### src/scc_defs.svh
// Purpose : constants for the second comparator control block
// Assumes : 32-bit apb data, one register per aligned word
// Notes   : register index times four gives the byte address
`ifndef SCC_DEFS_SVH
`define SCC_DEFS_SVH

// ---------------------------------------------------------------
// register indices and byte addresses
// ---------------------------------------------------------------
`define SCC_IDX_CTRL    10'h11a
`define SCC_IDX_AUX     10'h11b
`define SCC_IDX_STATUS  10'h11c
`define SCC_IDX_MASK    10'h11d
`define SCC_ADDR_CTRL   {`SCC_IDX_CTRL, 2'b00}
`define SCC_ADDR_AUX    {`SCC_IDX_AUX, 2'b00}
`define SCC_ADDR_STATUS {`SCC_IDX_STATUS, 2'b00}
`define SCC_ADDR_MASK   {`SCC_IDX_MASK, 2'b00}

// ---------------------------------------------------------------
// field positions
// ---------------------------------------------------------------
`define SCC_CTRL_ON     7
`define SCC_CTRL_RES    6
`define SCC_CTRL_PINEN  5
`define SCC_CTRL_INV    4
`define SCC_CTRL_FAST   3
`define SCC_CTRL_REF    2
`define SCC_CTRL_SEL_HI 1
`define SCC_CTRL_SEL_LO 0
`define SCC_AUX_MIR1    7
`define SCC_AUX_MIR2    6
`define SCC_AUX_TSYNC   0
`define SCC_IRQ_CHANGE  0

// ---------------------------------------------------------------
// reset values
// ---------------------------------------------------------------
`define SCC_RST_CTRL    7'h00
`define SCC_RST_AUX     1'h0
`define SCC_RST_IRQ     1'h0

`endif

### src/scc_pkg.sv
// Purpose : types for the second comparator control block
// Assumes : nothing
// Notes   : constants live in scc_defs.svh
`default_nettype none

package scc_pkg;

    // -----------------------------------------------------------
    // writable fields of the main control register
    // -----------------------------------------------------------
    typedef struct packed {
        logic       cmp2_power_on;
        logic       cmp2_pin_drive_en;
        logic       cmp2_invert;
        logic       cmp2_fast_mode;
        logic       cmp2_ref_select;
        logic [1:0] cmp2_input_select;
    } scc_ctrl_t;

    // -----------------------------------------------------------
    // pin qualifiers from the rest of the chip
    // -----------------------------------------------------------
    typedef struct packed {
        logic portb_direction;
        logic switcher_on;
        logic switcher_dual_output;
        logic slope_comp_on;
    } scc_pin_qual_t;

    // -----------------------------------------------------------
    // result source used for status and pin
    // -----------------------------------------------------------
    typedef enum logic [0:0] {
        SCC_SRC_ASYNC = 1'b0,
        SCC_SRC_TIMER = 1'b1
    } scc_src_t;

endpackage

`default_nettype wire

### src/scc_sync.sv
// Purpose : two flip-flop synchroniser for asynchronous levels
// Assumes : synchronous active-low reset
// Notes   : first stage is read only by the second
`default_nettype none

module scc_sync #(
    parameter int W = 1
) (
    input  wire logic         clk_i,
    input  wire logic         rstn_i,
    input  wire logic [W-1:0] d_i,
    output var  logic [W-1:0] q_o
);

    logic [W-1:0] meta_reg;

    // -----------------------------------------------------------
    // per-bit two stage chain
    // -----------------------------------------------------------
    for (genvar i = 0; i < W; i++) begin : g_bit
        always_ff @(posedge clk_i) begin
            if (!rstn_i) begin
                meta_reg[i] <= 1'b0;
                q_o[i]      <= 1'b0;
            end else begin
                meta_reg[i] <= d_i[i];
                q_o[i]      <= meta_reg[i];
            end
        end
    end

endmodule

`default_nettype wire

### src/scc_ctrl.sv
// Purpose : control and status of the second analog comparator
// Assumes : 20 MHz clk_i, apb slave, comparator output asynchronous
// Notes   : analog blocks sit outside; this drives their selects
`default_nettype none
`include "scc_defs.svh"

module scc_ctrl #(
    parameter int AW = 12
) (
    input  wire logic          clk_i,
    input  wire logic          rstn_i,
    input  wire logic          psel_i,
    input  wire logic          penable_i,
    input  wire logic          pwrite_i,
    input  wire logic [AW-1:0] paddr_i,
    input  wire logic [31:0]   pwdata_i,
    output var  logic          pready_o,
    output var  logic [31:0]   prdata_o,
    output var  logic          pslverr_o,
    input  wire logic          cmp2_raw_i,
    input  wire logic          mirror_result_first_i,
    input  wire logic          timer1_clock_input_i,
    input  wire scc_pkg::scc_pin_qual_t pin_qual_i,
    output var  logic          cmp2_power_on_o,
    output var  logic          cmp2_fast_mode_o,
    output var  logic          cmp2_ref_select_o,
    output var  logic [1:0]    cmp2_input_select_o,
    output var  logic          cmp2_pin_out_o,
    output var  logic          cmp2_pin_oe_n_o,
    output var  logic          irq_o
);

    // -----------------------------------------------------------
    // storage
    // -----------------------------------------------------------
    scc_pkg::scc_ctrl_t ctrl_reg;
    scc_pkg::scc_src_t  src_sel;
    logic               timer_sync_reg;
    logic               result_reg;
    logic               result_next;
    logic               held_reg;
    logic               t1_prev_reg;
    logic               mirror1_reg;
    logic               status_reg;
    logic               mask_reg;
    logic [31:0]        prdata_reg;
    logic [31:0]        rd_next;
    logic               synced;
    logic               t1_fall;
    logic               eff_raw;
    logic               pin_drive;
    logic               change_evt;

    // -----------------------------------------------------------
    // apb decode
    // -----------------------------------------------------------
    logic setup_ph;
    logic wr_acc;
    logic hit_ctrl;
    logic hit_aux;
    logic hit_status;
    logic hit_mask;
    logic hit_any;

    assign hit_ctrl   = (paddr_i == AW'(`SCC_ADDR_CTRL));
    assign hit_aux    = (paddr_i == AW'(`SCC_ADDR_AUX));
    assign hit_status = (paddr_i == AW'(`SCC_ADDR_STATUS));
    assign hit_mask   = (paddr_i == AW'(`SCC_ADDR_MASK));
    assign hit_any    = hit_ctrl | hit_aux | hit_status | hit_mask;
    assign setup_ph   = psel_i & ~penable_i;
    assign wr_acc     = psel_i & penable_i & pwrite_i & hit_any;

    assign pready_o  = 1'b1;
    assign pslverr_o = psel_i & penable_i & ~hit_any;
    assign prdata_o  = prdata_reg;

    // -----------------------------------------------------------
    // synchroniser on the raw comparison
    // -----------------------------------------------------------
    scc_sync #(
        .W (1)
    ) u_sync (
        .clk_i  (clk_i),
        .rstn_i (rstn_i),
        .d_i    (cmp2_raw_i),
        .q_o    (synced)
    );

    // -----------------------------------------------------------
    // control register writes
    // -----------------------------------------------------------
    always_ff @(posedge clk_i) begin
        if (!rstn_i) begin
            ctrl_reg <= scc_pkg::scc_ctrl_t'(`SCC_RST_CTRL);
        end else if (wr_acc && hit_ctrl) begin
            ctrl_reg.cmp2_power_on     <= pwdata_i[`SCC_CTRL_ON];
            ctrl_reg.cmp2_pin_drive_en <= pwdata_i[`SCC_CTRL_PINEN];
            ctrl_reg.cmp2_invert       <= pwdata_i[`SCC_CTRL_INV];
            ctrl_reg.cmp2_fast_mode    <= pwdata_i[`SCC_CTRL_FAST];
            ctrl_reg.cmp2_ref_select   <= pwdata_i[`SCC_CTRL_REF];
            ctrl_reg.cmp2_input_select <=
                pwdata_i[`SCC_CTRL_SEL_HI:`SCC_CTRL_SEL_LO];
        end
    end

    always_ff @(posedge clk_i) begin
        if (!rstn_i) begin
            timer_sync_reg <= `SCC_RST_AUX;
        end else if (wr_acc && hit_aux) begin
            timer_sync_reg <= pwdata_i[`SCC_AUX_TSYNC];
        end
    end

    // -----------------------------------------------------------
    // analog controls
    // -----------------------------------------------------------
    assign cmp2_power_on_o     = ctrl_reg.cmp2_power_on;
    assign cmp2_fast_mode_o    = ctrl_reg.cmp2_fast_mode;
    assign cmp2_ref_select_o   = ctrl_reg.cmp2_ref_select;
    assign cmp2_input_select_o = ctrl_reg.cmp2_input_select;

    // -----------------------------------------------------------
    // timer1 falling edge capture
    // -----------------------------------------------------------
    assign t1_fall = t1_prev_reg & ~timer1_clock_input_i;

    always_ff @(posedge clk_i) begin
        if (!rstn_i) begin
            t1_prev_reg <= 1'b0;
        end else begin
            t1_prev_reg <= timer1_clock_input_i;
        end
    end

    always_ff @(posedge clk_i) begin
        if (!rstn_i) begin
            held_reg <= 1'b0;
        end else if (t1_fall) begin
            held_reg <= synced;
        end
    end

    assign src_sel = timer_sync_reg ? scc_pkg::SCC_SRC_TIMER
                                    : scc_pkg::SCC_SRC_ASYNC;

    always_comb begin
        case (src_sel)
            scc_pkg::SCC_SRC_ASYNC: eff_raw = synced;
            scc_pkg::SCC_SRC_TIMER: eff_raw = held_reg;
            default:                eff_raw = synced;
        endcase
    end

    // -----------------------------------------------------------
    // result latch and pin
    // -----------------------------------------------------------
    assign result_next = ctrl_reg.cmp2_power_on
                       & (eff_raw ^ ctrl_reg.cmp2_invert);

    always_ff @(posedge clk_i) begin
        if (!rstn_i) begin
            result_reg  <= 1'b0;
            mirror1_reg <= 1'b0;
        end else begin
            result_reg  <= result_next;
            mirror1_reg <= mirror_result_first_i;
        end
    end

    assign pin_drive = ctrl_reg.cmp2_power_on
                     & ctrl_reg.cmp2_pin_drive_en
                     & ~pin_qual_i.portb_direction
                     & (~pin_qual_i.switcher_on
                        | (~pin_qual_i.switcher_dual_output
                           & ~pin_qual_i.slope_comp_on));

    assign cmp2_pin_out_o  = result_next;
    assign cmp2_pin_oe_n_o = ~pin_drive;

    // -----------------------------------------------------------
    // interrupt status and mask
    // -----------------------------------------------------------
    assign change_evt = ctrl_reg.cmp2_power_on
                      & (result_next != result_reg);

    always_ff @(posedge clk_i) begin
        if (!rstn_i) begin
            status_reg <= `SCC_RST_IRQ;
        end else if (change_evt) begin
            status_reg <= 1'b1;
        end else if (wr_acc && hit_status && pwdata_i[`SCC_IRQ_CHANGE]) begin
            status_reg <= 1'b0;
        end
    end

    always_ff @(posedge clk_i) begin
        if (!rstn_i) begin
            mask_reg <= `SCC_RST_IRQ;
        end else if (wr_acc && hit_mask) begin
            mask_reg <= pwdata_i[`SCC_IRQ_CHANGE];
        end
    end

    assign irq_o = status_reg & mask_reg;

    // -----------------------------------------------------------
    // read data, captured in the setup cycle
    // -----------------------------------------------------------
    always_comb begin
        rd_next = 32'h0;
        if (hit_ctrl) begin
            rd_next[`SCC_CTRL_ON]    = ctrl_reg.cmp2_power_on;
            rd_next[`SCC_CTRL_RES]   = result_reg;
            rd_next[`SCC_CTRL_PINEN] = ctrl_reg.cmp2_pin_drive_en;
            rd_next[`SCC_CTRL_INV]   = ctrl_reg.cmp2_invert;
            rd_next[`SCC_CTRL_FAST]  = ctrl_reg.cmp2_fast_mode;
            rd_next[`SCC_CTRL_REF]   = ctrl_reg.cmp2_ref_select;
            rd_next[`SCC_CTRL_SEL_HI:`SCC_CTRL_SEL_LO] =
                ctrl_reg.cmp2_input_select;
        end else if (hit_aux) begin
            rd_next[`SCC_AUX_MIR1]  = mirror1_reg;
            rd_next[`SCC_AUX_MIR2]  = result_reg;
            rd_next[`SCC_AUX_TSYNC] = timer_sync_reg;
        end else if (hit_status) begin
            rd_next[`SCC_IRQ_CHANGE] = status_reg;
        end else if (hit_mask) begin
            rd_next[`SCC_IRQ_CHANGE] = mask_reg;
        end
    end

    always_ff @(posedge clk_i) begin
        if (!rstn_i) begin
            prdata_reg <= 32'h0;
        end else if (setup_ph && !pwrite_i) begin
            prdata_reg <= rd_next;
        end
    end
endmodule

`default_nettype wire

### config.mk
export PLATFORM = sky130hd
export DESIGN_NAME = scc_ctrl
export DESIGN_NICKNAME = d
export VERILOG_FILES = /design/src/scc_pkg.sv /design/src/scc_sync.sv /design/src/scc_ctrl.sv
export VERILOG_INCLUDE_DIRS = /design/src
export SDC_FILE = /design/constraint.sdc
export NUM_CORES = 1
export LEC_CHECK = 0
export ABC_AREA = 1
export BUFFER_PORTS_ARGS = -buffer_cell sky130_fd_sc_hd__buf_4
export CORE_ASPECT_RATIO = 1.25
export CORE_MARGIN = 5
export CORE_UTILIZATION = 42
export CTS_BUF_LIST = sky130_fd_sc_hd__clkbuf_4 sky130_fd_sc_hd__clkbuf_8 sky130_fd_sc_hd__clkbuf_16
export CTS_CLUSTER_SIZE = 20
export DETAILED_ROUTE_END_ITERATION = 12
export PLACE_DENSITY = 0.8
export SYNTH_ARGS = -nofsm -noshare
export SYNTH_HDL_FRONTEND = slang
export SYNTH_SLANG_ARGS = --single-unit
### constraint.sdc
create_clock -name clk_i -period 1.55 [get_ports clk_i]
set_clock_uncertainty 0.2 [all_clocks]
set_input_delay 0.31 -clock clk_i [delete_from_list [all_inputs] [get_ports clk_i]]
set_output_delay 0.31 -clock clk_i [all_outputs]
set_load 0.02 [all_outputs]
* Yosys cells after proc, flatten, opt, wreduce, memory -nomap -nowiden *
Cells that the tools add are included.
Widths: inputs -> output; s select.

operators by class
  equality and inequality tests = 5
  multiplexer cells = 11
  bitwise operators = 27
  reductions and logical operators = 8

operators by type and width
  cell                  number
  $eq 12x11->1 const B  4
  $and 1x1->1           13
  $not 1->1             9
  $mux 1                7
  $logic_and 1x1->1     6
  $mux 5                1
  $mux 2                2
  $or 1x1->1            4
  $pmux 1 s2            1
  $reduce_bool 2->1     1
  $logic_not 1->1       1
  $ne 1x1->1            1
  $xor 1x1->1           1

word-level totals
  register bits after elaboration = 24
  input port bits = 56
  output and inout bits = 42
  word-level logic and storage cells = 67

* Logic depth before layout (Yosys ltp) *
  word-level depth = 9
  gate-level depth with buffers = 10
  depth with buffers taken out = 9

* Cells and area by module *
A second synthesis with hierarchy kept.

unflattened totals
  cells, all modules = 228
  area total of the unflattened synthesis = 1481.4 µm²

by module, submodules not included
  module    times used  cells an instance  area each (µm²)  seq. area each (µm²)
  scc_ctrl  1           222                1426.4           440.4
  scc_sync  1           6                  55.1             40.0

* Least setup slack after synthesis *
Ideal clock, no wire load.

  path kind = input-to-output
  from = in paddr_i[0]
  to = out pslverr_o
  arrival = 968 ps
  required time = 1040 ps
  setup slack = 72 ps
  stages = 6
  path buffers = 0
  path through = inv_1 nand2_1 nor2_1 nand3_1 nand2_2 nor2_1

between the ends
  word-level cells in the longest chain between the ends = 6
  elaborated cells on any way between the ends = 9
  those cells by class = eq/ne: 4; bitwise: 5

ends and longest elaborated chain
  element                          RTL line                        source
  from (decl)                      scc_ctrl.sv:15                  input wire logic [AW-1:0] paddr_i,
  $eq 12x11->1 (on tied branches)  scc_ctrl.sv:65, scc_ctrl.sv:66
  $or 1x1->1 (2 in series)         scc_ctrl.sv:69                  assign hit_any = hit_ctrl | hit_aux | hit_status | hit_mask;
  $or 1x1->1 *                     scc_ctrl.sv:69
  $not 1->1 *                      scc_ctrl.sv:74                  assign pslverr_o = psel_i & penable_i & ~hit_any;
  $and 1x1->1 *                    scc_ctrl.sv:74
  to (decl)                        scc_ctrl.sv:19                  output var logic pslverr_o,

Every way passes the cells marked *; elsewhere a longest branch is shown, timed or not.

* Final worst setup path *
  from = reg timer_sync_reg
  to = out cmp2_pin_out_o

between the ends
  word-level cells in the longest chain between the ends = 5

ends and longest elaborated chain
  element                 RTL line         source
  from (decl)             scc_ctrl.sv:38   logic timer_sync_reg;
  from (signal assigned)  scc_ctrl.sv:108  timer_sync_reg <= `SCC_RST_AUX;
  from (signal assigned)  scc_ctrl.sv:110  timer_sync_reg <= pwdata_i[`SCC_AUX_TSYNC];
  $mux 1 *                scc_ctrl.sv:143  assign src_sel = timer_sync_reg ? scc_pkg::SCC_SRC_TIMER
  $not 1->1               scc_ctrl.sv:147  case (src_sel)
  $pmux 1 s2 *            scc_ctrl.sv:147
  $xor 1x1->1 *           scc_ctrl.sv:158  & (eff_raw ^ ctrl_reg.cmp2_invert);
  $and 1x1->1 *           scc_ctrl.sv:158
  to (decl)               scc_ctrl.sv:28   output var logic cmp2_pin_out_o,

Marked as above.

==> reports/summary.txt <==
=================================================================================
Outcome ............................................................ finished, violations left
Violations in the final reports .................................... setup timing
Number of diodes added for antenna fixing ..........................            0
Worst Reg2Reg Path Length in Cells .................................            9
# DRC ..............................................................            0
Vias ...............................................................         1486
ANT nets after route ...............................................            0
Maximum root-to-sink buffer count ..................................            2
Pins over their slew limit .........................................            0
Endpoints failing setup ............................................            1
Area growth from synthesis to final layout .........................        43.4%
Average wire length per cell after detail routing ..................      10.9 um
Area of the multi-input gates ......................................      811 um2
Number of flip-flops in the largest register .......................            8
Register Area ......................................................      485 um2
Beginning of the worst register-to-register path ................... timer_sync_reg$_SDFFE_PN0P_
Detailed router's first-iteration violation count ..................           51
Netlist area before placement ......................................  0.00148 mm2
Sort of element at the start of the critical path ..................    flip-flop
Post-synthesis average cell area ...................................     6.63 um2
Number of buffers inserted during clock tree synthesis .............            3
Estimated wirelength of the detail-placed design ...................      2.64 mm
Core Footprint .....................................................  0.00345 mm2
Capturing element of the worst setup path .......................... cmp2_pin_out_o
Final layout net count .............................................          350
Gate count of the mapped netlist ...................................          223
Total I/O pin count ................................................           98
Power density over cell area .......................................   620 mW/mm2
Final worst path period share ......................................         1.05
Remaining global-route overflow ....................................            0
Floorplan die height ...............................................      76.3 um
Worst hold path cell count .........................................            3
H-Tree Level Count .................................................            1
Routed Wire Length .................................................      3.63 mm
FILL cells .........................................................          318
Count of port buffers added during placement .......................           47
Number of antenna violations at the first check in global routing ..            0
Clock transition at path regs ......................................      0.08 ns
Die Outline Area ...................................................  0.00481 mm2
Highest Clock Rate .................................................    0.612 GHz
Flip-flop and latch count after synthesis ..........................           24
Type of element capturing the critical path ........................  output port
Setup repair after global routing missed its margin ................         true
Final number of hold-violating endpoints ...........................            0
Type of the setup path with the least slack ........................   reg -> out
WHS ................................................................    0.0235 ns
Final weighted congestion of routability-driven global placement ...        0.728
Area contributors post-synth ....................................... dfxtp_1 33%, buf_4 14%, nand2_1 13%, inv_1 8.6%, nor2_1 8.4%
Worst reg-to-reg setup slack .......................................      0.04 ns
Routed via count divided by cell count .............................         4.48
Clock Latency Late Sink ............................................      0.26 ns
Arrival time of the worst setup path ...............................      1.12 ns
Minimum period implied by the final worst setup slack ..............      1.63 ns
Crit-path max FO ...................................................            2
Count of standard-cell rows ........................................           24
First-pass GRT wire length .........................................      5.69 mm
Number of optimization iterations in the first detailed-route pass .            4
Worst reg2reg endpoint ............................................. status_reg$_SDFFE_PN0P_
Pin count of the biggest net entering global routing ...............           22
Root Driver ........................................................     clkbuf_8
Max IR drop VDD ....................................................     0.544 mV
Vias in the first global route .....................................         1387
Total leakage power ................................................      1.17 nW
Yosys cell types ...................................................           27
Initial core utilization ...........................................        0.428
Dpl ws .............................................................   -0.0994 ns
Post-synthesis sequential area ratio ...............................        0.325
Die Span X .........................................................      63.1 um
Gr usage total .....................................................        0.137
Required time worst endpoint .......................................      1.04 ns
Share of the synthesized area in the top cell type .................        0.325
Layout cells sized above 1 .........................................        0.392
Worst hold-check path type .........................................    in -> reg
Startpoint of the most critical setup path ......................... timer_sync_reg$_SDFFE_PN0P_
TritonCTS clock tree ...............................................          yes
Max-capacitance violation count ....................................            0
Cell type with the largest total area after synthesis ..............      dfxtp_1
Number of sinks on the clock net ...................................           24
Ys Warns ...........................................................            0
Worst Slack Setup Final ............................................   -0.0839 ns
=================================================================================
cells by family (layout without fill, tap and decap cells):
logic type	count (synthesis)	count (layout)	share of synthesized area
flip-flops	24	24	0.325
AND/OR/NAND/NOR	112	112	0.351
other	2	25	0.00508
AO/OA/AOI/OAI	18	18	0.0677
buffers and inverters	67	114	0.251
what timing repair did:
| action | CTS | global route |
|---|---|---|
| hold buffers | 0 | 0 |
| setup endpoints to repair | 3 | 5 |
| gates cloned | 0 | 0 |
| gates resized for setup | 22 | 21 |
| buffers inserted | 12 | 3 |
| pin swaps | 8 | 13 |
power breakdown:
group | internal, mW | switching, mW
logic | 0.104 | 0.155
clock network | 0.226 | 0.193
registers | 0.628 | 0.00678
total | 0.959 | 0.355
cell type report:
type / instances / area share
tap: 39 / 0.0230
clock buffer: 4 / 0.0260
sequential: 24 / 0.229
multi-input combinational: 155 / 0.383
timing repair buffer: 74 / 0.273
inverter: 36 / 0.0662
synth_stat cells, drive strengths merged:
cell type and count:
a21oi 8, buf 29, clkbuf 2, conb 2, dfxtp 24, inv 36
nand2 55, nand3 15, nand3b 1, nand4 3, nor2 37, nor3 1
o211a 1, o211ai 1, o21a 1, o21ai 7
metal layers:
layer | share of wire | wire, um | GRT usage | up-vias
met3 | 0.076 | 277 | 0.0339 | 2
met2 | 0.54 | 1960 | 0.262 | 51
met4 | 0.0069 | 25 | 0.0276 | 0
li1 | - | - | - | 760
met5 | 0 | 0 | 0 | -
met1 | 0.38 | 1370 | 0.148 | 673
cell usage in the layout, fill, tap and decap left out, types with 2 or more instances in the layout:
cell type and instances:
buf_4 68, o21ai_0 7, nand2_4 5, nand3_2 4, nand3_4 3, a21oi_1 7, nor2_4 5, inv_2 9
inv_1 25, dfxtp_1 22, conb_1 25, nand3_1 8, clkbuf_8 4, inv_4 2, nand4_1 3, nand2_2 4
buf_6 6, nand2_1 46, nor2_1 30
worst min path at each step:
stage,start,to
final,cmp2_raw_i,u_sync.meta_reg$_SDFF_PN0_
after global routing,cmp2_raw_i,u_sync.meta_reg$_SDFF_PN0_
after CTS,cmp2_raw_i,u_sync.meta_reg$_SDFF_PN0_
after detailed placement,u_sync.meta_reg$_SDFF_PN0_,u_sync.q_o$_SDFF_PN0_
after global placement,u_sync.meta_reg$_SDFF_PN0_,u_sync.q_o$_SDFF_PN0_
after floorplan,u_sync.meta_reg$_SDFF_PN0_,u_sync.q_o$_SDFF_PN0_
through the flow:
step	util	total power, mW	TNS, ns	area, um2	cells
2_1_floorplan	-	0.828	0	1560	246
3_3_place_gp	0.527	0.876	-0.285	1820	313
3_5_place_dp	0.527	0.880	-0.703	1820	313
4_1_cts	0.586	1.31	-0.0553	2020	329
5_1_grt	0.613	1.37	-0.158	2120	332
6_report	0.613	1.31	-0.0839	2120	332
critical path, stage by stage, from the launching register on:
cell and delay [ns]:
dfxtp_2 0.34, nand2_1 0.12, nand2_2 0.07, nand2_2 0.07
nand3_2 0.09, inv_2 0.06, buf_6 0.10
(Power assumes the default switching activity.)
